==> src/include/pfc_pkg.sv <==
/*
 Constants, types and register map of the parallel flash host controller.
 Assumes a 250 MHz aclk and a byte-wide asynchronous flash behind the pins.
*/
package pfc_pkg;
	// Timing, in printed units and derived cycles
	localparam int CLK_PS = 4000;
	localparam int T_ACC_NS = 70;
	localparam int T_WP_NS = 40;
	localparam int T_REC_NS = 30;
	localparam int T_RST_NS = 500;
	localparam int T_PROG_US = 10;
	localparam int SYNC_STAGES = 2;
	localparam int ACC_CYC = (T_ACC_NS * 1000 + CLK_PS - 1) / CLK_PS;
	localparam int WP_CYC = (T_WP_NS * 1000 + CLK_PS - 1) / CLK_PS;
	localparam int REC_CYC = (T_REC_NS * 1000 + CLK_PS - 1) / CLK_PS;
	localparam int RST_CYC = (T_RST_NS * 1000 + CLK_PS - 1) / CLK_PS;
	localparam int PROG_CYC = (T_PROG_US * 1000000) / CLK_PS;
	typedef logic [11:0] pfc_cnt_t;
	localparam pfc_cnt_t ACC_CNT = pfc_cnt_t'(ACC_CYC + SYNC_STAGES - 1);
	localparam pfc_cnt_t WP_CNT = pfc_cnt_t'(WP_CYC - 1);
	localparam pfc_cnt_t REC_CNT = pfc_cnt_t'(REC_CYC - 1);
	localparam pfc_cnt_t RST_CNT = pfc_cnt_t'(RST_CYC - 1);
	localparam pfc_cnt_t PROG_CNT = pfc_cnt_t'(PROG_CYC);
	localparam pfc_cnt_t CNT_ZERO = 12'h000;
	localparam pfc_cnt_t CNT_ONE = 12'h001;
	// Flash geometry
	localparam int TOP_ADDRESS_BIT = 20;
	localparam int SECTOR_LO_BIT = 12;
	localparam int BLOCK_LO_BIT = 16;
	typedef logic [TOP_ADDRESS_BIT:0] pfc_addr_t;
	typedef logic [7:0] pfc_byte_t;
	localparam int COMPLETION_POLARITY_BIT = 7;
	localparam int BUSY_TOGGLE_BIT = 6;
	// Protection prefix defaults, values arbitrary
	localparam pfc_addr_t PFX_ADDR0 = 21'h000001;
	localparam pfc_addr_t PFX_ADDR1 = 21'h000002;
	localparam pfc_addr_t PFX_ADDR2 = 21'h000003;
	localparam pfc_byte_t PFX_DATA0 = 8'h01;
	localparam pfc_byte_t PFX_DATA1 = 8'h02;
	localparam pfc_byte_t PFX_DATA2 = 8'h03;
	localparam logic [1:0] STEP_LAST_PFX = 2'h2;
	localparam logic [1:0] STEP_TARGET = 2'h3;
	// Register map
	localparam int AXI_AW = 8;
	localparam logic [5:0] IDX_CTRL = 6'h00;
	localparam logic [5:0] IDX_ADDR = 6'h01;
	localparam logic [5:0] IDX_WDATA = 6'h02;
	localparam logic [5:0] IDX_STATUS = 6'h03;
	localparam int CTRL_READ_BIT = 0;
	localparam int CTRL_PROG_BIT = 1;
	localparam int CTRL_RST_BIT = 2;
	localparam int CTRL_WP_BIT = 8;
	localparam int ST_BUSY_BIT = 0;
	localparam int ST_DONE_BIT = 1;
	localparam int ST_TIMEOUT_BIT = 2;
	localparam int ST_REFUSED_BIT = 3;
	localparam int ST_DATA_LO = 8;
	localparam logic [1:0] RESP_OKAY = 2'h0;
	localparam logic [1:0] RESP_SLVERR = 2'h2;
	// Sequencer states
	typedef enum logic [6:0] {
		S_IDLE = 7'b0000001,
		S_WSET = 7'b0000010,
		S_WLOW = 7'b0000100,
		S_WREC = 7'b0001000,
		S_RLOW = 7'b0010000,
		S_RREC = 7'b0100000,
		S_RST = 7'b1000000
	} pfc_state_e;
endpackage

==> src/rtl/pfc_sync.sv <==
/*
 Two-stage synchroniser for a bus of pin inputs.
 Assumes the inputs are asynchronous to aclk; bits are not coherent as a word.
*/
`timescale 1ns/100ps
module pfc_sync #(
	parameter int W = 8
) (
	input wire logic aclk,
	input wire logic aresetn,
	input wire logic clk_en,
	input wire logic [W-1:0] d,
	output logic [W-1:0] q
);
	logic [W-1:0] meta_reg;
	logic [W-1:0] q_reg;

	// First stage feeds only the second
	always_ff @(posedge aclk) begin
		if (!aresetn) begin
			meta_reg <= '0;
			q_reg <= '0;
		end else if (clk_en) begin
			meta_reg <= d;
			q_reg <= meta_reg;
		end
	end
	assign q = q_reg;
endmodule

==> src/rtl/pfc_top.sv <==
/*
 Host controller for a byte-wide asynchronous flash: AXI4-Lite register slave,
 pin sequencer for reads, byte program with status polling, and reset pulse.
 Assumes the data pin wire is resolved outside from data_pins_out and data_pins_oe.
*/
`timescale 1ns/100ps
module pfc_top #(
	parameter pfc_pkg::pfc_addr_t PFX_A0 = pfc_pkg::PFX_ADDR0,
	parameter pfc_pkg::pfc_addr_t PFX_A1 = pfc_pkg::PFX_ADDR1,
	parameter pfc_pkg::pfc_addr_t PFX_A2 = pfc_pkg::PFX_ADDR2,
	parameter pfc_pkg::pfc_byte_t PFX_D0 = pfc_pkg::PFX_DATA0,
	parameter pfc_pkg::pfc_byte_t PFX_D1 = pfc_pkg::PFX_DATA1,
	parameter pfc_pkg::pfc_byte_t PFX_D2 = pfc_pkg::PFX_DATA2
) (
	input wire logic aclk,
	input wire logic aresetn,
	input wire logic clk_en,
	input wire logic [pfc_pkg::AXI_AW-1:0] s_awaddr,
	input wire logic s_awvalid,
	output logic s_awready,
	input wire logic [31:0] s_wdata,
	input wire logic [3:0] s_wstrb,
	input wire logic s_wvalid,
	output logic s_wready,
	output logic [1:0] s_bresp,
	output logic s_bvalid,
	input wire logic s_bready,
	input wire logic [pfc_pkg::AXI_AW-1:0] s_araddr,
	input wire logic s_arvalid,
	output logic s_arready,
	output logic [31:0] s_rdata,
	output logic [1:0] s_rresp,
	output logic s_rvalid,
	input wire logic s_rready,
	output pfc_pkg::pfc_addr_t flash_addr,
	input wire logic [7:0] data_pins_in,
	output logic [7:0] data_pins_out,
	output logic data_pins_oe,
	output logic chip_sel_n,
	output logic out_gate_n,
	output logic write_strobe_n,
	output logic write_protect_n,
	output logic flash_reset_n
);
	////////////////////////////////////////////////////////////////
	// Register bus
	logic aw_hold_reg, aw_hold_next, w_hold_reg, w_hold_next;
	logic [5:0] aw_idx_reg, aw_idx_next;
	logic aw_bad_reg, aw_bad_next;
	logic [31:0] wd_reg, wd_next;
	logic [3:0] ws_reg, ws_next;
	logic bvalid_reg, bvalid_next, rvalid_reg, rvalid_next;
	logic [1:0] bresp_reg, bresp_next, rresp_reg, rresp_next;
	logic [31:0] rdata_reg, rdata_next;
	pfc_pkg::pfc_addr_t tgt_addr_reg, tgt_addr_next;
	pfc_pkg::pfc_byte_t tgt_data_reg, tgt_data_next;
	logic wp_level_reg, wp_level_next;
	logic refused_reg, refused_next;
	logic go_read, go_prog, go_rst, clr_done, clr_timeout;
	logic busy;
	logic done_reg, done_next, timeout_reg, timeout_next;
	pfc_pkg::pfc_byte_t rd_byte_reg, rd_byte_next;

	// Channel handshakes, register writes and reads
	always_comb begin
		logic do_wr;
		logic [31:0] st;
		do_wr = aw_hold_reg && w_hold_reg && !bvalid_reg;
		st = 32'h0000_0000;
		aw_hold_next = aw_hold_reg;
		w_hold_next = w_hold_reg;
		aw_idx_next = aw_idx_reg;
		aw_bad_next = aw_bad_reg;
		wd_next = wd_reg;
		ws_next = ws_reg;
		bvalid_next = bvalid_reg;
		bresp_next = bresp_reg;
		rvalid_next = rvalid_reg;
		rresp_next = rresp_reg;
		rdata_next = rdata_reg;
		tgt_addr_next = tgt_addr_reg;
		tgt_data_next = tgt_data_reg;
		wp_level_next = wp_level_reg;
		go_read = 1'b0;
		go_prog = 1'b0;
		go_rst = 1'b0;
		clr_done = 1'b0;
		clr_timeout = 1'b0;
		refused_next = refused_reg;
		if (s_awvalid && !aw_hold_reg) begin
			aw_hold_next = 1'b1;
			aw_idx_next = s_awaddr[7:2];
			aw_bad_next = (s_awaddr[7:2] > pfc_pkg::IDX_STATUS);
		end
		if (s_wvalid && !w_hold_reg) begin
			w_hold_next = 1'b1;
			wd_next = s_wdata;
			ws_next = s_wstrb;
		end
		if (bvalid_reg && s_bready) begin
			bvalid_next = 1'b0;
		end
		if (do_wr) begin
			aw_hold_next = 1'b0;
			w_hold_next = 1'b0;
			bvalid_next = 1'b1;
			bresp_next = aw_bad_reg ? pfc_pkg::RESP_SLVERR : pfc_pkg::RESP_OKAY;
			if (!aw_bad_reg && ws_reg[0]) begin
				case (aw_idx_reg)
				pfc_pkg::IDX_CTRL: begin
					// Starts while busy are refused, no commands mid-program
					if (busy && (wd_reg[2:0] != 3'h0)) begin
						refused_next = 1'b1;
					end else begin
						go_read = wd_reg[pfc_pkg::CTRL_READ_BIT];
						go_prog = wd_reg[pfc_pkg::CTRL_PROG_BIT];
						go_rst = wd_reg[pfc_pkg::CTRL_RST_BIT];
					end
				end
				pfc_pkg::IDX_STATUS: begin
					clr_done = wd_reg[pfc_pkg::ST_DONE_BIT];
					clr_timeout = wd_reg[pfc_pkg::ST_TIMEOUT_BIT];
					if (wd_reg[pfc_pkg::ST_REFUSED_BIT]) begin
						refused_next = 1'b0;
					end
				end
				default: begin
				end
				endcase
			end
			if (!aw_bad_reg && aw_idx_reg == pfc_pkg::IDX_CTRL && ws_reg[1]) begin
				wp_level_next = wd_reg[pfc_pkg::CTRL_WP_BIT];
			end
			if (!aw_bad_reg && !busy && aw_idx_reg == pfc_pkg::IDX_ADDR) begin
				tgt_addr_next = wd_reg[pfc_pkg::TOP_ADDRESS_BIT:0];
			end
			if (!aw_bad_reg && !busy && aw_idx_reg == pfc_pkg::IDX_WDATA && ws_reg[0]) begin
				tgt_data_next = wd_reg[7:0];
			end
		end
		st[pfc_pkg::ST_BUSY_BIT] = busy;
		st[pfc_pkg::ST_DONE_BIT] = done_reg;
		st[pfc_pkg::ST_TIMEOUT_BIT] = timeout_reg;
		st[pfc_pkg::ST_REFUSED_BIT] = refused_reg;
		st[pfc_pkg::ST_DATA_LO +: 8] = rd_byte_reg;
		if (rvalid_reg && s_rready) begin
			rvalid_next = 1'b0;
		end
		if (s_arvalid && !rvalid_reg) begin
			rvalid_next = 1'b1;
			rresp_next = pfc_pkg::RESP_OKAY;
			case (s_araddr[7:2])
			pfc_pkg::IDX_CTRL: rdata_next = 32'(wp_level_reg) << pfc_pkg::CTRL_WP_BIT;
			pfc_pkg::IDX_ADDR: rdata_next = 32'(tgt_addr_reg);
			pfc_pkg::IDX_WDATA: rdata_next = 32'(tgt_data_reg);
			pfc_pkg::IDX_STATUS: rdata_next = st;
			default: begin
				rdata_next = 32'h0000_0000;
				rresp_next = pfc_pkg::RESP_SLVERR;
			end
			endcase
		end
	end

	// Register bus state
	always_ff @(posedge aclk) begin
		if (!aresetn) begin
			aw_hold_reg <= 1'b0;
			w_hold_reg <= 1'b0;
			aw_idx_reg <= 6'h00;
			aw_bad_reg <= 1'b0;
			wd_reg <= 32'h0000_0000;
			ws_reg <= 4'h0;
			bvalid_reg <= 1'b0;
			bresp_reg <= 2'h0;
			rvalid_reg <= 1'b0;
			rresp_reg <= 2'h0;
			rdata_reg <= 32'h0000_0000;
			tgt_addr_reg <= '0;
			tgt_data_reg <= 8'h00;
			wp_level_reg <= 1'b1;
			refused_reg <= 1'b0;
		end else if (clk_en) begin
			aw_hold_reg <= aw_hold_next;
			w_hold_reg <= w_hold_next;
			aw_idx_reg <= aw_idx_next;
			aw_bad_reg <= aw_bad_next;
			wd_reg <= wd_next;
			ws_reg <= ws_next;
			bvalid_reg <= bvalid_next;
			bresp_reg <= bresp_next;
			rvalid_reg <= rvalid_next;
			rresp_reg <= rresp_next;
			rdata_reg <= rdata_next;
			tgt_addr_reg <= tgt_addr_next;
			tgt_data_reg <= tgt_data_next;
			wp_level_reg <= wp_level_next;
			refused_reg <= refused_next;
		end
	end
	assign s_awready = !aw_hold_reg;
	assign s_wready = !w_hold_reg;
	assign s_bvalid = bvalid_reg;
	assign s_bresp = bresp_reg;
	assign s_arready = !rvalid_reg;
	assign s_rvalid = rvalid_reg;
	assign s_rdata = rdata_reg;
	assign s_rresp = rresp_reg;

	////////////////////////////////////////////////////////////////
	// Pin sequencer
	pfc_pkg::pfc_state_e state_reg, state_next;
	pfc_pkg::pfc_cnt_t cnt_reg, cnt_next, poll_reg, poll_next;
	logic [1:0] step_reg, step_next;
	logic prog_reg, prog_next, polling_reg, polling_next, seen_reg, seen_next;
	pfc_pkg::pfc_addr_t fa_reg, fa_next;
	pfc_pkg::pfc_byte_t fd_reg, fd_next;
	logic doe_reg, doe_next, cs_reg, cs_next, og_reg, og_next, ws_n_reg, ws_n_next;
	logic wp_reg, wp_next, rst_reg, rst_next;
	logic [7:0] din_sync;

	pfc_sync #(.W(8)) u_din_sync (
		.aclk(aclk),
		.aresetn(aresetn),
		.clk_en(clk_en),
		.d(data_pins_in),
		.q(din_sync)
	);
	assign busy = (state_reg != pfc_pkg::S_IDLE);

	// Next state of the pin sequence
	always_comb begin
		logic cnt_end;
		logic good;
		cnt_end = (cnt_reg == pfc_pkg::CNT_ZERO);
		good = 1'b0;
		state_next = state_reg;
		cnt_next = cnt_end ? cnt_reg : cnt_reg - pfc_pkg::CNT_ONE;
		step_next = step_reg;
		prog_next = prog_reg;
		polling_next = polling_reg;
		seen_next = seen_reg;
		poll_next = polling_reg ? poll_reg + pfc_pkg::CNT_ONE : poll_reg;
		fa_next = fa_reg;
		fd_next = fd_reg;
		doe_next = doe_reg;
		cs_next = cs_reg;
		og_next = og_reg;
		ws_n_next = ws_n_reg;
		wp_next = wp_reg;
		rst_next = rst_reg;
		rd_byte_next = rd_byte_reg;
		done_next = done_reg && !clr_done;
		timeout_next = timeout_reg && !clr_timeout;
		case (state_reg)
		pfc_pkg::S_IDLE: begin
			wp_next = wp_level_reg; // Level only moves between sequences
			if (go_rst) begin
				rst_next = 1'b0; // Reset pulse returns flash to read mode
				cnt_next = pfc_pkg::RST_CNT;
				state_next = pfc_pkg::S_RST;
			end else if (go_prog) begin
				// One byte per start, prefix writes first
				prog_next = 1'b1;
				step_next = 2'h0;
				fa_next = PFX_A0;
				fd_next = PFX_D0;
				doe_next = 1'b1;
				cs_next = 1'b0;
				cnt_next = pfc_pkg::REC_CNT;
				state_next = pfc_pkg::S_WSET;
			end else if (go_read) begin
				// Read with select and gate low, pins released
				prog_next = 1'b0;
				fa_next = tgt_addr_reg;
				cs_next = 1'b0;
				og_next = 1'b0;
				cnt_next = pfc_pkg::ACC_CNT;
				state_next = pfc_pkg::S_RLOW;
			end
		end
		pfc_pkg::S_WSET: begin
			if (cnt_end) begin
				ws_n_next = 1'b0; // Strobe falls after select, gate high
				cnt_next = pfc_pkg::WP_CNT;
				state_next = pfc_pkg::S_WLOW;
			end
		end
		pfc_pkg::S_WLOW: begin
			if (cnt_end) begin
				ws_n_next = 1'b1; // Long low pulse, data latched on rise
				cs_next = 1'b1;
				cnt_next = pfc_pkg::REC_CNT;
				state_next = pfc_pkg::S_WREC;
			end
		end
		pfc_pkg::S_WREC: begin
			if (cnt_end) begin
				doe_next = 1'b0; // Pins released before any read
				if (step_reg != pfc_pkg::STEP_TARGET) begin
					step_next = step_reg + 2'h1;
					doe_next = 1'b1;
					cs_next = 1'b0;
					cnt_next = pfc_pkg::REC_CNT;
					state_next = pfc_pkg::S_WSET;
					case (step_reg)
					2'h0: begin
						fa_next = PFX_A1;
						fd_next = PFX_D1;
					end
					2'h1: begin
						fa_next = PFX_A2;
						fd_next = PFX_D2;
					end
					default: begin
						fa_next = tgt_addr_reg;
						fd_next = tgt_data_reg;
					end
					endcase
				end else begin
					// Fourth write done, poll the target address
					polling_next = 1'b1;
					seen_next = 1'b0;
					poll_next = pfc_pkg::CNT_ZERO;
					cs_next = 1'b0;
					og_next = 1'b0;
					cnt_next = pfc_pkg::ACC_CNT;
					state_next = pfc_pkg::S_RLOW;
				end
			end
		end
		pfc_pkg::S_RLOW: begin
			if (cnt_end) begin
				rd_byte_next = din_sync;
				cs_next = 1'b1;
				og_next = 1'b1;
				cnt_next = pfc_pkg::REC_CNT;
				state_next = pfc_pkg::S_RREC;
			end
		end
		pfc_pkg::S_RREC: begin
			// Done when polarity bit true and toggle bit stopped
			good = (rd_byte_reg[pfc_pkg::COMPLETION_POLARITY_BIT]
				== tgt_data_reg[pfc_pkg::COMPLETION_POLARITY_BIT]) && seen_reg
				&& (rd_byte_reg[pfc_pkg::BUSY_TOGGLE_BIT] == fd_reg[pfc_pkg::BUSY_TOGGLE_BIT]);
			if (cnt_end) begin
				seen_next = 1'b1;
				fd_next = rd_byte_reg;
				if (!prog_reg || good) begin
					polling_next = 1'b0;
					done_next = 1'b1;
					state_next = pfc_pkg::S_IDLE;
				end else if (poll_reg >= pfc_pkg::PROG_CNT) begin
					polling_next = 1'b0; // Past the bounded program time
					timeout_next = 1'b1;
					state_next = pfc_pkg::S_IDLE;
				end else begin
					cs_next = 1'b0;
					og_next = 1'b0;
					cnt_next = pfc_pkg::ACC_CNT;
					state_next = pfc_pkg::S_RLOW;
				end
			end
		end
		pfc_pkg::S_RST: begin
			if (cnt_end) begin
				rst_next = 1'b1;
				done_next = 1'b1;
				state_next = pfc_pkg::S_IDLE;
			end
		end
		default: begin
			state_next = pfc_pkg::S_IDLE;
		end
		endcase
	end

	// Sequencer and pin registers
	always_ff @(posedge aclk) begin
		if (!aresetn) begin
			state_reg <= pfc_pkg::S_IDLE;
			cnt_reg <= pfc_pkg::CNT_ZERO;
			poll_reg <= pfc_pkg::CNT_ZERO;
			step_reg <= 2'h0;
			prog_reg <= 1'b0;
			polling_reg <= 1'b0;
			seen_reg <= 1'b0;
			fa_reg <= '0;
			fd_reg <= 8'h00;
			doe_reg <= 1'b0;
			cs_reg <= 1'b1;
			og_reg <= 1'b1;
			ws_n_reg <= 1'b1;
			wp_reg <= 1'b1;
			rst_reg <= 1'b1;
			rd_byte_reg <= 8'h00;
			done_reg <= 1'b0;
			timeout_reg <= 1'b0;
		end else if (clk_en) begin
			state_reg <= state_next;
			cnt_reg <= cnt_next;
			poll_reg <= poll_next;
			step_reg <= step_next;
			prog_reg <= prog_next;
			polling_reg <= polling_next;
			seen_reg <= seen_next;
			fa_reg <= fa_next;
			fd_reg <= fd_next;
			doe_reg <= doe_next;
			cs_reg <= cs_next;
			og_reg <= og_next;
			ws_n_reg <= ws_n_next;
			wp_reg <= wp_next;
			rst_reg <= rst_next;
			rd_byte_reg <= rd_byte_next;
			done_reg <= done_next;
			timeout_reg <= timeout_next;
		end
	end
	assign flash_addr = fa_reg;
	assign data_pins_out = fd_reg;
	assign data_pins_oe = doe_reg;
	assign chip_sel_n = cs_reg;
	assign out_gate_n = og_reg;
	assign write_strobe_n = ws_n_reg;
	assign write_protect_n = wp_reg;
	assign flash_reset_n = rst_reg;
endmodule

==> config.mk <==
export PLATFORM = sky130hd
export DESIGN_NAME = pfc_top
export DESIGN_NICKNAME = d
export VERILOG_FILES = /design/src/include/pfc_pkg.sv /design/src/rtl/pfc_sync.sv /design/src/rtl/pfc_top.sv
export SDC_FILE = /design/constraint.sdc
export NUM_CORES = 1
export LEC_CHECK = 0
export BUFFER_PORTS_ARGS = -buffer_cell sky130_fd_sc_hd__buf_2
export CORE_MARGIN = 2
export CORE_UTILIZATION = 45
export DETAILED_ROUTE_END_ITERATION = 8
export PLACE_DENSITY = 0.64
export SETUP_SLACK_MARGIN = 0.5
export SLEW_MARGIN = 20
export SYNTH_ARGS = -nofsm -noshare
export SYNTH_HDL_FRONTEND = slang
export SYNTH_SLANG_ARGS = --single-unit
==> constraint.sdc <==
create_clock -name aclk -period 6.4 [get_ports aclk]
set_input_delay 0.32 -clock aclk [delete_from_list [all_inputs] [get_ports aclk]]
set_output_delay 0.32 -clock aclk [all_outputs]
set_load 0.05 [all_outputs]
# After elaboration in Yosys (flattened, before gate mapping)
# Index checks and enable logic that the tools add are counted.
# Widths: inputs -> output; s select.
word_totals:
  elab_cells: 273
  regBits: 198
  inputBits: 68
  output_inout_bits: 76
op_classes:
  n_reduce_logical: 75
  bitwise: 1
  n_eq_ne: 39
  n_addsub: 3
  n_lt_le_gt_ge: 2
  n_mux: 118
op_table:
  columns: ["cell", "n"]
  rows:
  - ["$mux 12", 14]
  - ["$mux 21", 5]
  - ["$pmux 21 s2", 2]
  - ["$pmux 21 s4", 1]
  - ["$mux 7", 9]
  - ["$pmux 12 s5", 1]
  - ["$mux 1", 58]
  - ["$pmux 7 s7", 1]
  - ["$mux 8", 5]
  - ["$ne 2x2->1 const B", 18]
  - ["$eq 6x2->1 const B", 4]
  - ["$pmux 8 s3", 1]
  - ["$reduce_and 6->1", 4]
  - ["$mux 5", 4]
  - ["$reduce_bool 2->1", 10]
  - ["$logic_and 1x1->1", 19]
  - ["$reduce_and 2->1", 9]
  - ["$pmux 8 s2", 1]
  - ["$pmux 1 s2", 7]
  - ["$add 12x1->12 const B", 1]
  - ["$eq 6x1->1 const B", 2]
  - ["$ge 12x12->1 const B", 1]
  - ["$logic_not 12->1", 1]
  - ["$logic_not 6->1", 2]
  - ["34 further kinds", 58]

# Logic depth before layout (Yosys ltp)
# Gate-level depths: netlist of run 1.
depth:
  ltp_word: 10
  depth_mapped: 10
  ltp_nobuf: 9

# Modules after synthesis
# Synthesis of run 1 repeated with hierarchy kept, for this count alone.
hier_totals:
  cells_unflattened: 1031
  area_unflattened_um2: 8277.9
modules_own_cells:
  columns: ["module", "area_per_inst_um2", "cells_each", "n_inst"]
  rows:
  - ["pfc_top", 7662.3, 980, 1]
  - ["pfc_sync", 615.6, 51, 1]

# Worst setup path before layout of run 1
# Ideal clock, no wire load.
synth_path:
  path_type: "flip-flop to flip-flop"
  startpoint: "reg cnt_reg[0]"
  endpoint: "reg cnt_reg[0]"
  t_required_ns: 6.283
  synth_period_minus_slack_ns: 2.249
  arrival_time_ns: 2.132
  n_path_buf: 1
  stages_incl_launch_ff: 11
  setup_time_ns: 0.117
  slack_ns: 4.151
  cell_sequence: "dfxtp_1 > inv_1 > ha_1 > nor3b_1 > and4_1 > inv_1 > clkbuf_1 > ha_1 > o31ai_1 > o2111ai_1 > a22o_1"
synth_between:
  elab_chain_len: 6
  elab_cells_between_ends: 13
  classes_between: "1 x add/sub; 11 x mux; 1 x reduce/logical"
synth_rtl:
  columns: ["element", "line_no", "source"]
  rows:
  - ["start: declaration", "pfc_top.sv:213", "pfc_pkg::pfc_cnt_t cnt_reg, cnt_next, poll_reg, poll_next;"]
  - ["start signal: assignment", "pfc_top.sv:382", "cnt_reg <= pfc_pkg::CNT_ZERO;"]
  - ["start signal: assignment", "pfc_top.sv:401", "cnt_reg <= cnt_next;"]
  - ["$sub 12x1->12 or $logic_not 12->1 (tied branches)", "pfc_top.sv:238, pfc_top.sv:235", null]
  - ["$mux 12", "pfc_top.sv:238", "cnt_next = cnt_end ? cnt_reg : cnt_reg - pfc_pkg::CNT_ONE;"]
  - ["$mux 12 (on tied branches)", "pfc_top.sv:353, pfc_top.sv:272", null]
  - ["$mux 12 (on tied branches)", "pfc_top.sv:349, pfc_top.sv:262", null]
  - ["$mux 12 (on tied branches)", "pfc_top.sv:346, pfc_top.sv:258", null]
  - ["$pmux 12 s5 *", "pfc_top.sv:255", "case (state_reg)"]
# Mark *: on every way between the ends. The rest lies on a longest branch, timed or not.
# A chain may end at the register's enable or synchronous reset.

# Final worst setup path of run 1
layout_path:
  startpoint: "reg cnt_reg[1]"
  endpoint: "reg fa_reg[5], in the netlist flash_addr[5]"
layout_between:
  elab_chain_len: 3
layout_rtl:
  columns: ["element", "line_no", "source"]
  rows:
  - ["$logic_not 12->1", "pfc_top.sv:235", "cnt_end = (cnt_reg == pfc_pkg::CNT_ZERO);"]
  - ["$ne 2x2->1 (no source line)", null, null]
  - ["$reduce_and 6->1 (no source line)", null, null]
  - ["end signal: assignment", "pfc_top.sv:407", "fa_reg <= fa_next;"]
  - ["end: declaration", "pfc_top.sv:216", "pfc_pkg::pfc_addr_t fa_reg, fa_next;"]
# Every way passes these cells.

==> metrics.md, run 1 <==
| Metric | Value |
|---|---|
| Total standard cell area after synthesis | `8361 um^2` |
| Leading cell type in the layout, fill and taps excluded | `sky130_fd_sc_hd__dfxtp_1` |
| N_diodes | `0` |
| Pre-antenna DRT Iters | `7` |
| Post-Place Cell Area | `8972 um^2` |
| Number of global-route vias before repair | `~6,800` |
| Areal power density over the cells | `between 200 and 300 nW/um^2` |
| Die footprint | `between 15,000 and 20,000 um^2` |
| CP endpoint kind | `flip-flop` |
| Number of fill cells | `1,716` |
| Top library cells by usage in the layout, fill and taps aside | `sky130_fd_sc_hd__dfxtp_1 (185), sky130_fd_sc_hd__nand2_1 (137), sky130_fd_sc_hd__nor2_1 (126)` |
| Detailed-placement wirelength estimate | `15,500 um` |
| Pin count of the biggest net entering global routing | `77` |
| Final critical path time including I/O delays and setup | `3500 ps` |
| Largest area contributor in the netlist | `sky130_fd_sc_hd__dfxtp_1` |
| 1st-iter DRT viols | `just over 600` |
| TritonCTS Buffers | `17` |
| Clock latency reported for the late side of the worst-skew pair | `430 ps` |
| Proportion of netlist area held by the largest area contributor | `44.30%` |
| Peak per-stage delay on the critical path | `760 ps` |
| Global route overflow | `0` |
| Number of enable flip-flop cells after synthesis | `0` |
| Fraction of registers with async set or reset after synthesis | `0%` |
| Peak clock frequency supported by timing | `285.7 MHz` |
| Worst-Margin Slew | `983.6 ps` |
| Critical path peak fanout | `22` |
| P_leak | `0.004020 uW` |
| Count of hold buffers inserted by post-cts repair | `0` |
| Number of antenna violations at the first check in global routing | `0` |
| Total via count after detailed routing | `between 7,000 and 8,000` |
| Post CTS Setup Buffer Count | `0` |
| Site Rows | `49` |
| Ranking of synthesized cells by area | `sky130_fd_sc_hd__dfxtp_1 (44%), sky130_fd_sc_hd__mux2i_1 (8.6%), sky130_fd_sc_hd__nand2_1 (6.2%)` |
| Number of unique standard cell types used by synthesis | `66` |
| Cell at the slowest stage of the critical path | `sky130_fd_sc_hd__and2_1` |
| Type of the worst setup path | `flip-flop to flip-flop` |
| CP Launch Type | `flip-flop` |
| Clock Pin Slew Worst Setup and Hold Paths | `about 70 ps` |
| Final instance area | `9539 um^2` |
| Sequential share of the synthesized area | `44.30%` |
| Clock skew after layout | `between 10 and 15 ps` |
| Setup violations, final | `0` |
| Cell mode on critical path | `sky130_fd_sc_hd__inv_1` |
| Final slew viol count | `0` |
| Primary flip-flop cell chosen by synthesis mapping | `sky130_fd_sc_hd__dfxtp_1` |
| Yosys warning count | `0` |
| Min-delay worst type | `input port to flip-flop` |
| Gate count after technology mapping | `1,009` |
| DRC violations left | `0` |
| Avg WL per Cell | `16.73 um` |
| Multi-input gate area in the final layout | `4287 um^2` |
| Via density per instance | `5.563` |
| Area delta synth->final | `14.10%` |
| Overall die height | `140.3 um` |
| Flops & latches, synth | `between 150 and 200` |
| Critical Path AT | `3860 ps` |
| Wire length of the first global-routing pass | `between 30,000 and 40,000 um` |
| Port-buffer cells | `113` |
| Final nets | `1,161` |
| Post-route clock period utilization | `between 50% and 60%` |
| Maximum number of buffers from clock root to sink | `2` |
| Count of clock tree sinks | `185` |
| Status | `complete, no violations` |
| TritonCTS clock tree | `done` |
| Number of cells upsized or downsized after cts | `0` |
| Data required time of the critical path | `6760 ps` |
| Syn avg cell area | `about 8.3 um^2` |
| Worst voltage drop across the vdd grid | `186.6 uV` |
| Setup repair after global routing missed its margin | `no` |
| Flip-flop and latch area | `3704 um^2` |
| Max capacitance violation total | `0` |
| Clk root buf | `sky130_fd_sc_hd__clkbuf_16` |
| Residual antenna-violating net count after detailed routing | `0` |
| Overall global routing resource usage | `22.58%` |
| Fin. Hold Viols | `0` |
| Core region area | `18,090 um^2` |
| Cell Chain, Critical Path | `inv_1 > ha_1 > nor3b_1 > and4_1 > inv_1 > o21ai_0 > and2_1 > nand3_1 > a21oi_1` |
| Summed negative setup slack over all endpoints | `0 ps` |
| Share of layout cells above drive strength 1 | `15.01%` |
| Initial core utilization | `46.23%` |
| Ports | `between 100 and 150` |
| Global placer's final weighted congestion | `0.9093` |
| H-Tree Level Count | `4` |
| Rel. slew slack | `34.04%` |
| DRT Wirelength | `22,210 um` |
| Die Span X | `140.3 um` |
-- metrics by stage --
step                setup slack (ps)  util, %  hold WS (ps)  std cells  total power, uW
finish                          2900    52.74         117.8       1328             2832
floorplan                       4151        -         428.5       1021             1701
global placement                3065    49.61         433.7       1296             1807
CTS                             2943    52.74         104.5       1328             2842
detailed placement              2992    49.61         441.4       1296             1814
global route                    2566    52.74         113.7       1328             2962
-- worst paths after layout --
check | slack (ps) | end | cells after the start | from
worst max register to register | 2900 | flash_addr[5] | 9 | cnt_reg[1]
worst min register to register | 450 | flash_addr[3] | 2 | flash_addr[3]
worst min-delay path | 120 | wd_reg[12] | 3 | s_wdata[12]
worst max-delay path | 2900 | flash_addr[5] | 9 | cnt_reg[1]
-- per-layer routing --
metal  global-route usage [%]  part of all wire, %  vias to the layer above
met5                        0                    0                        -
met4                    8.825                  2.7                        0
met3                    4.410                  5.2                       36
met2                    33.75                   44                      220
met1                    32.18                   48                     3461
li1                         -                    -                     3671
-- critical path: cells and delay by family (launching register included) --
kind                     cells  cell delay [ps]
flip-flops                   1              360
AO/OA/AOI/OAI                2              500
buffers and inverters        2              490
AND/OR/NAND/NOR              4             1890
adder cells (fa/ha/maj)      1              180
-- cells by family (layout without fill, tap and decap cells) --
| family | after synthesis | in the layout | synth area share (%) |
|---|---|---|---|
| other | 1 | 13 | 0.04485 |
| XOR/XNOR | 18 | 18 | 1.886 |
| flip-flops | 185 | 185 | 44.30 |
| adder cells (fa/ha/maj) | 7 | 7 | 1.048 |
| multiplexers | 75 | 75 | 9.024 |
| AND/OR/NAND/NOR | 416 | 416 | 23.38 |
| AO/OA/AOI/OAI | 212 | 212 | 15.31 |
| buffers and inverters | 95 | 173 | 5.013 |
-- where the power goes --
part | switching, uW | total (uW) | internal (uW)
clock | 481 | 1030 | 552
combinational | 333 | 536 | 203
sequential | 62.6 | 1260 | 1200
total | 876 | 2830 | 1960
-- synth_stat cells (7+ instances only) --
cell type / n
sky130_fd_sc_hd__mux2i_1: 72
sky130_fd_sc_hd__o21ai_0: 40
sky130_fd_sc_hd__nor2_1: 126
sky130_fd_sc_hd__nor4_1: 9
sky130_fd_sc_hd__dfxtp_1: 185
sky130_fd_sc_hd__a22oi_1: 14
sky130_fd_sc_hd__xor2_1: 11
sky130_fd_sc_hd__xnor2_1: 7
sky130_fd_sc_hd__ha_1: 7
sky130_fd_sc_hd__nor3_1: 19
sky130_fd_sc_hd__nand2_1: 137
sky130_fd_sc_hd__a22o_1: 8
sky130_fd_sc_hd__nand3_1: 49
sky130_fd_sc_hd__a21oi_1: 94
sky130_fd_sc_hd__buf_4: 15
sky130_fd_sc_hd__inv_1: 21
sky130_fd_sc_hd__clkbuf_1: 47
sky130_fd_sc_hd__and2_1: 14
-- cell type report --
type	count	area share, %
inverters	22	0.8919
well taps	229	3.004
repair buffers	119	6.401
flip-flops and latches	185	38.82
multi-input cells	741	44.94
clock buffers	20	4.578
clock inverters	12	1.364
No activity file was read; power rests on OpenSTA's default activity.
==> run 2: changes to the inputs <==
--- a/config.mk
+++ b/config.mk
@@ -5,6 +5,7 @@
 export SDC_FILE = /design/constraint.sdc
 export NUM_CORES = 1
 export LEC_CHECK = 0
+export ABC_AREA = 1
 export BUFFER_PORTS_ARGS = -buffer_cell sky130_fd_sc_hd__buf_2
 export CORE_MARGIN = 2
 export CORE_UTILIZATION = 45
==> constraint.sdc (replaced) <==
create_clock -name aclk -period 3.6 [get_ports aclk]
set_input_delay 0.18 -clock aclk [delete_from_list [all_inputs] [get_ports aclk]]
set_output_delay 0.18 -clock aclk [all_outputs]
set_load 0.05 [all_outputs]
==> run 2 against run 1 <==
Against the previous run: die area is 0.32% higher; utilization is 1.6 points higher; synthesized cell count is 16% higher; largest cell class unchanged; final area is 3.4% higher; clock skew is 0.71 ps higher; area after synthesis is 0.33% higher.
==> metrics.md, run 2 <==
| Metric | Value |
|---|---|
| Status | `complete, no violations` |
| Residual antenna-violating net count after detailed routing | `0` |
| Pre-antenna DRT Iters | `5` |
| Min-delay worst type | `input port to flip-flop` |
| Cell at the slowest stage of the critical path | `sky130_fd_sc_hd__nor3_4` |
| Syn avg cell area | `7.188 um^2` |
| N_diodes | `0` |
| Post-route clock period utilization | `approximately two thirds` |
| Gate count after technology mapping | `1,167` |
| Number of enable flip-flop cells after synthesis | `0` |
| Overall die height | `between 100 and 150 um` |
| Summed negative setup slack over all endpoints | `0 ps` |
| Via density per instance | `5.133` |
| Number of global-route vias before repair | `7,155` |
| Cell mode on critical path | `sky130_fd_sc_hd__nand2_1` |
| Clock latency reported for the late side of the worst-skew pair | `around 440 ps` |
| Number of cells upsized or downsized after cts | `0` |
| Fraction of registers with async set or reset after synthesis | `0%` |
| Delay-heaviest family, CP | `simple AND/OR/NAND/NOR gates` |
| XOR/XNOR Fraction of Synth Area | `1.253%` |
| Overall global routing resource usage | `23.51%` |
| Total via count after detailed routing | `7,813` |
| Primary flip-flop cell chosen by synthesis mapping | `sky130_fd_sc_hd__dfxtp_1` |
| Overall power consumption | `6011 uW` |
| Flops & latches, synth | `around 190` |
| Type of the worst setup path | `flip-flop to flip-flop` |
| Global route overflow | `0` |
| Number of unique standard cell types used by synthesis | `46` |
| TritonCTS Buffers | `17` |
| Core region area | `18,150 um^2` |
| Most frequent cells after synthesis | `sky130_fd_sc_hd__nor2_1 (214), sky130_fd_sc_hd__dfxtp_1 (185), sky130_fd_sc_hd__nand2_1 (169)` |
| Leading cell type in the layout, fill and taps excluded | `sky130_fd_sc_hd__nor2_1` |
| Setup repair after global routing missed its margin | `no` |
| Clock skew after layout | `between 10 and 15 ps` |
| Global placer's final weighted congestion | `0.8946` |
| 1st-iter DRT viols | `569` |
| Data required time of the critical path | `3880 ps` |
| Setup violations, final | `0` |
| CP endpoint kind | `flip-flop` |
| Die footprint | `19,750 um^2` |
| Clk root buf | `sky130_fd_sc_hd__clkbuf_16` |
| Die Span X | `~140 um` |
| Flip-flop and latch area | `3704 um^2` |
| Site Rows | `49` |
| Fin. Hold Viols | `0` |
| Dominant combinational cell family by area after synthesis | `simple AND/OR/NAND/NOR gates` |
| Most common cell in the synthesized netlist | `sky130_fd_sc_hd__nor2_1` |
| Detailed-placement wirelength estimate | `16,000 um` |
| Yosys warning count | `0` |
| Avg WL per Cell | `approximately 15 um` |
| Multi-input gate area in the final layout | `3909 um^2` |
| Clock Pin Slew Worst Setup and Hold Paths | `around 70 ps` |
| TritonCTS clock tree | `done` |
| Share of layout cells above drive strength 1 | `between 10% and 20%` |
| Ranking of synthesized cells by area | `sky130_fd_sc_hd__dfxtp_1 (44%), sky130_fd_sc_hd__nor2_1 (9.6%), sky130_fd_sc_hd__nand2_1 (7.6%)` |
| Port-buffer cells | `113` |
| Worst voltage drop across the vdd grid | `351.1 uV` |
| CP Launch Type | `flip-flop` |
| DRC violations left | `0` |
| Areal power density over the cells | `between 600 and 700 nW/um^2` |
| H-Tree Level Count | `4` |
| Largest area contributor in the netlist | `sky130_fd_sc_hd__dfxtp_1` |
| Synth Area in Adders | `1.044%` |
| Sequential share of the synthesized area | `44.15%` |
| Count of clock tree sinks | `185` |
| Area delta synth->final | `17.62%` |
| Wire length of the first global-routing pass | `36,910 um` |
| Number of buffer and inverter stages on the critical path | `3` |
| Critical Path AT | `2730 ps` |
| Final nets | `1,356` |
| Ports | `around 140` |
| Critical path peak fanout | `21` |
| Top library cells by usage in the layout, fill and taps aside | `sky130_fd_sc_hd__nor2_1 (214), sky130_fd_sc_hd__dfxtp_1 (185), sky130_fd_sc_hd__nand2_1 (169)` |
| Final critical path time including I/O delays and setup | `2442 ps` |
| Proportion of netlist area held by the largest area contributor | `44.15%` |
| Synth Area in Compound Gates | `17.78%` |
| Maximum number of buffers from clock root to sink | `2` |
| Number of fill cells | `between 1,500 and 2,000` |
| DRT Wirelength | `23,020 um` |
| Cell Chain, Critical Path | `inv_1 > ha_1 > nand3_1 > nor2_1 > nand2_1 > buf_4 > nand2_1 > nand3_1 > nor3_4 > inv_2 > nand2_1 > a21oi_1` |
| Peak per-stage delay on the critical path | `370 ps` |
| Final slew viol count | `0` |
| Max capacitance violation total | `0` |
| Worst-Margin Slew | `918.8 ps` |
| Initial core utilization | `46.22%` |
| Post-synthesis share of cell area spent on and, or, nand and nor gates | `between 20% and 30%` |
| Peak clock frequency supported by timing | `409.4 MHz` |
| Number of antenna violations at the first check in global routing | `0` |
| Pin count of the biggest net entering global routing | `between 60 and 70` |
| Multiplexer share of the synthesized area | `0.1193%` |
| P_leak | `0.004139 uW` |
| Total standard cell area after synthesis | `8388 um^2` |
| Rel. slew slack | `approximately two fifths` |
==> run 2: metrics by stage <==
| step | setup WS, ps | instances | cell area, um^2 | hold WS, ps | utilization, % |
|---|---|---|---|---|---|
| after floorplan | 1532 | 1179 | 8433 | 314.9 | - |
| after global placement | 1186 | 1467 | 9032 | 399.9 | 49.77 |
| after detailed placement | 1170 | 1467 | 9032 | 404.2 | 49.77 |
| after CTS | 1162 | 1522 | 9866 | 0.01460 | 54.36 |
| after global routing | 866.2 | 1522 | 9866 | 10.25 | 54.36 |
| final | 1158 | 1522 | 9866 | 7.712 | 54.36 |
==> run 2: worst reg2reg max path, stage by stage, from the launching register on <==
cell	delay, ps
sky130_fd_sc_hd__dfxtp_1	340
sky130_fd_sc_hd__inv_1	140
sky130_fd_sc_hd__ha_1	230
sky130_fd_sc_hd__nand3_1	110
sky130_fd_sc_hd__nor2_1	140
sky130_fd_sc_hd__nand2_1	120
sky130_fd_sc_hd__buf_4	230
sky130_fd_sc_hd__nand2_1	120
sky130_fd_sc_hd__nand3_1	160
sky130_fd_sc_hd__nor3_4	370
sky130_fd_sc_hd__inv_2	170
sky130_fd_sc_hd__nand2_1	100
sky130_fd_sc_hd__a21oi_1	60
==> run 2: cell type report <==
cell class / instances / share of cell area [%]
Clock buffer: 23 / 5.149
Clock inverter: 8 / 0.8624
Inverter: 125 / 4.769
Multi-Input combinational cell: 802 / 39.62
Sequential cell: 185 / 37.54
Tap cell: 229 / 2.904
Timing Repair Buffer: 150 / 9.157
==> run 2: cell families (layout without fill, tap and decap cells) <==
group | count (synthesis) | count (layout)
and+or+nand+nor | 505 | 505
xor gates and xnor gates | 12 | 12
AOI/OAI and AO/OA | 264 | 264
adders and majority gates | 7 | 7
muxes | 1 | 1
other | 1 | 13
buffers and inverters | 192 | 306
DFF | 185 | 185
==> run 2: timing repair <==
| item | CTS | global route |
|---|---|---|
| endpoints found under the hold margin | 24 | 0 |
| buffers inserted | 0 | 0 |
| setup endpoints to repair | 0 | 0 |
| hold buffers | 24 | 0 |
==> run 2: report_power, final <==
| part | internal, uW | total (uW) | switching [uW] | leakage, uW |
|---|---|---|---|---|
| clock | 1060 | 1870 | 805 | 0.000288 |
| combinational | 547 | 1800 | 1250 | 0.00234 |
| sequential | 2220 | 2340 | 121 | 0.00151 |
==> run 2: final timing paths <==
check | start | endpoint | slack, ps | cells after the start
worst max-delay path | cnt_reg[0] | data_pins_out[5] | 1160 | 12
worst min-delay path | s_awaddr[7] | aw_idx_reg[5] | 8 | 3
worst max register to register | cnt_reg[0] | data_pins_out[5] | 1160 | 12
worst min register to register | prog_reg | prog_reg | 450 | 2
==> run 2: metal layers <==
metal	global-route usage (%)	up-vias	part of all wire [%]
li1	-	4046	-
met1	32.71	3536	48
met2	37.36	211	45
met3	4.650	20	5.7
met4	6.579	0	1.3
met5	0	-	0
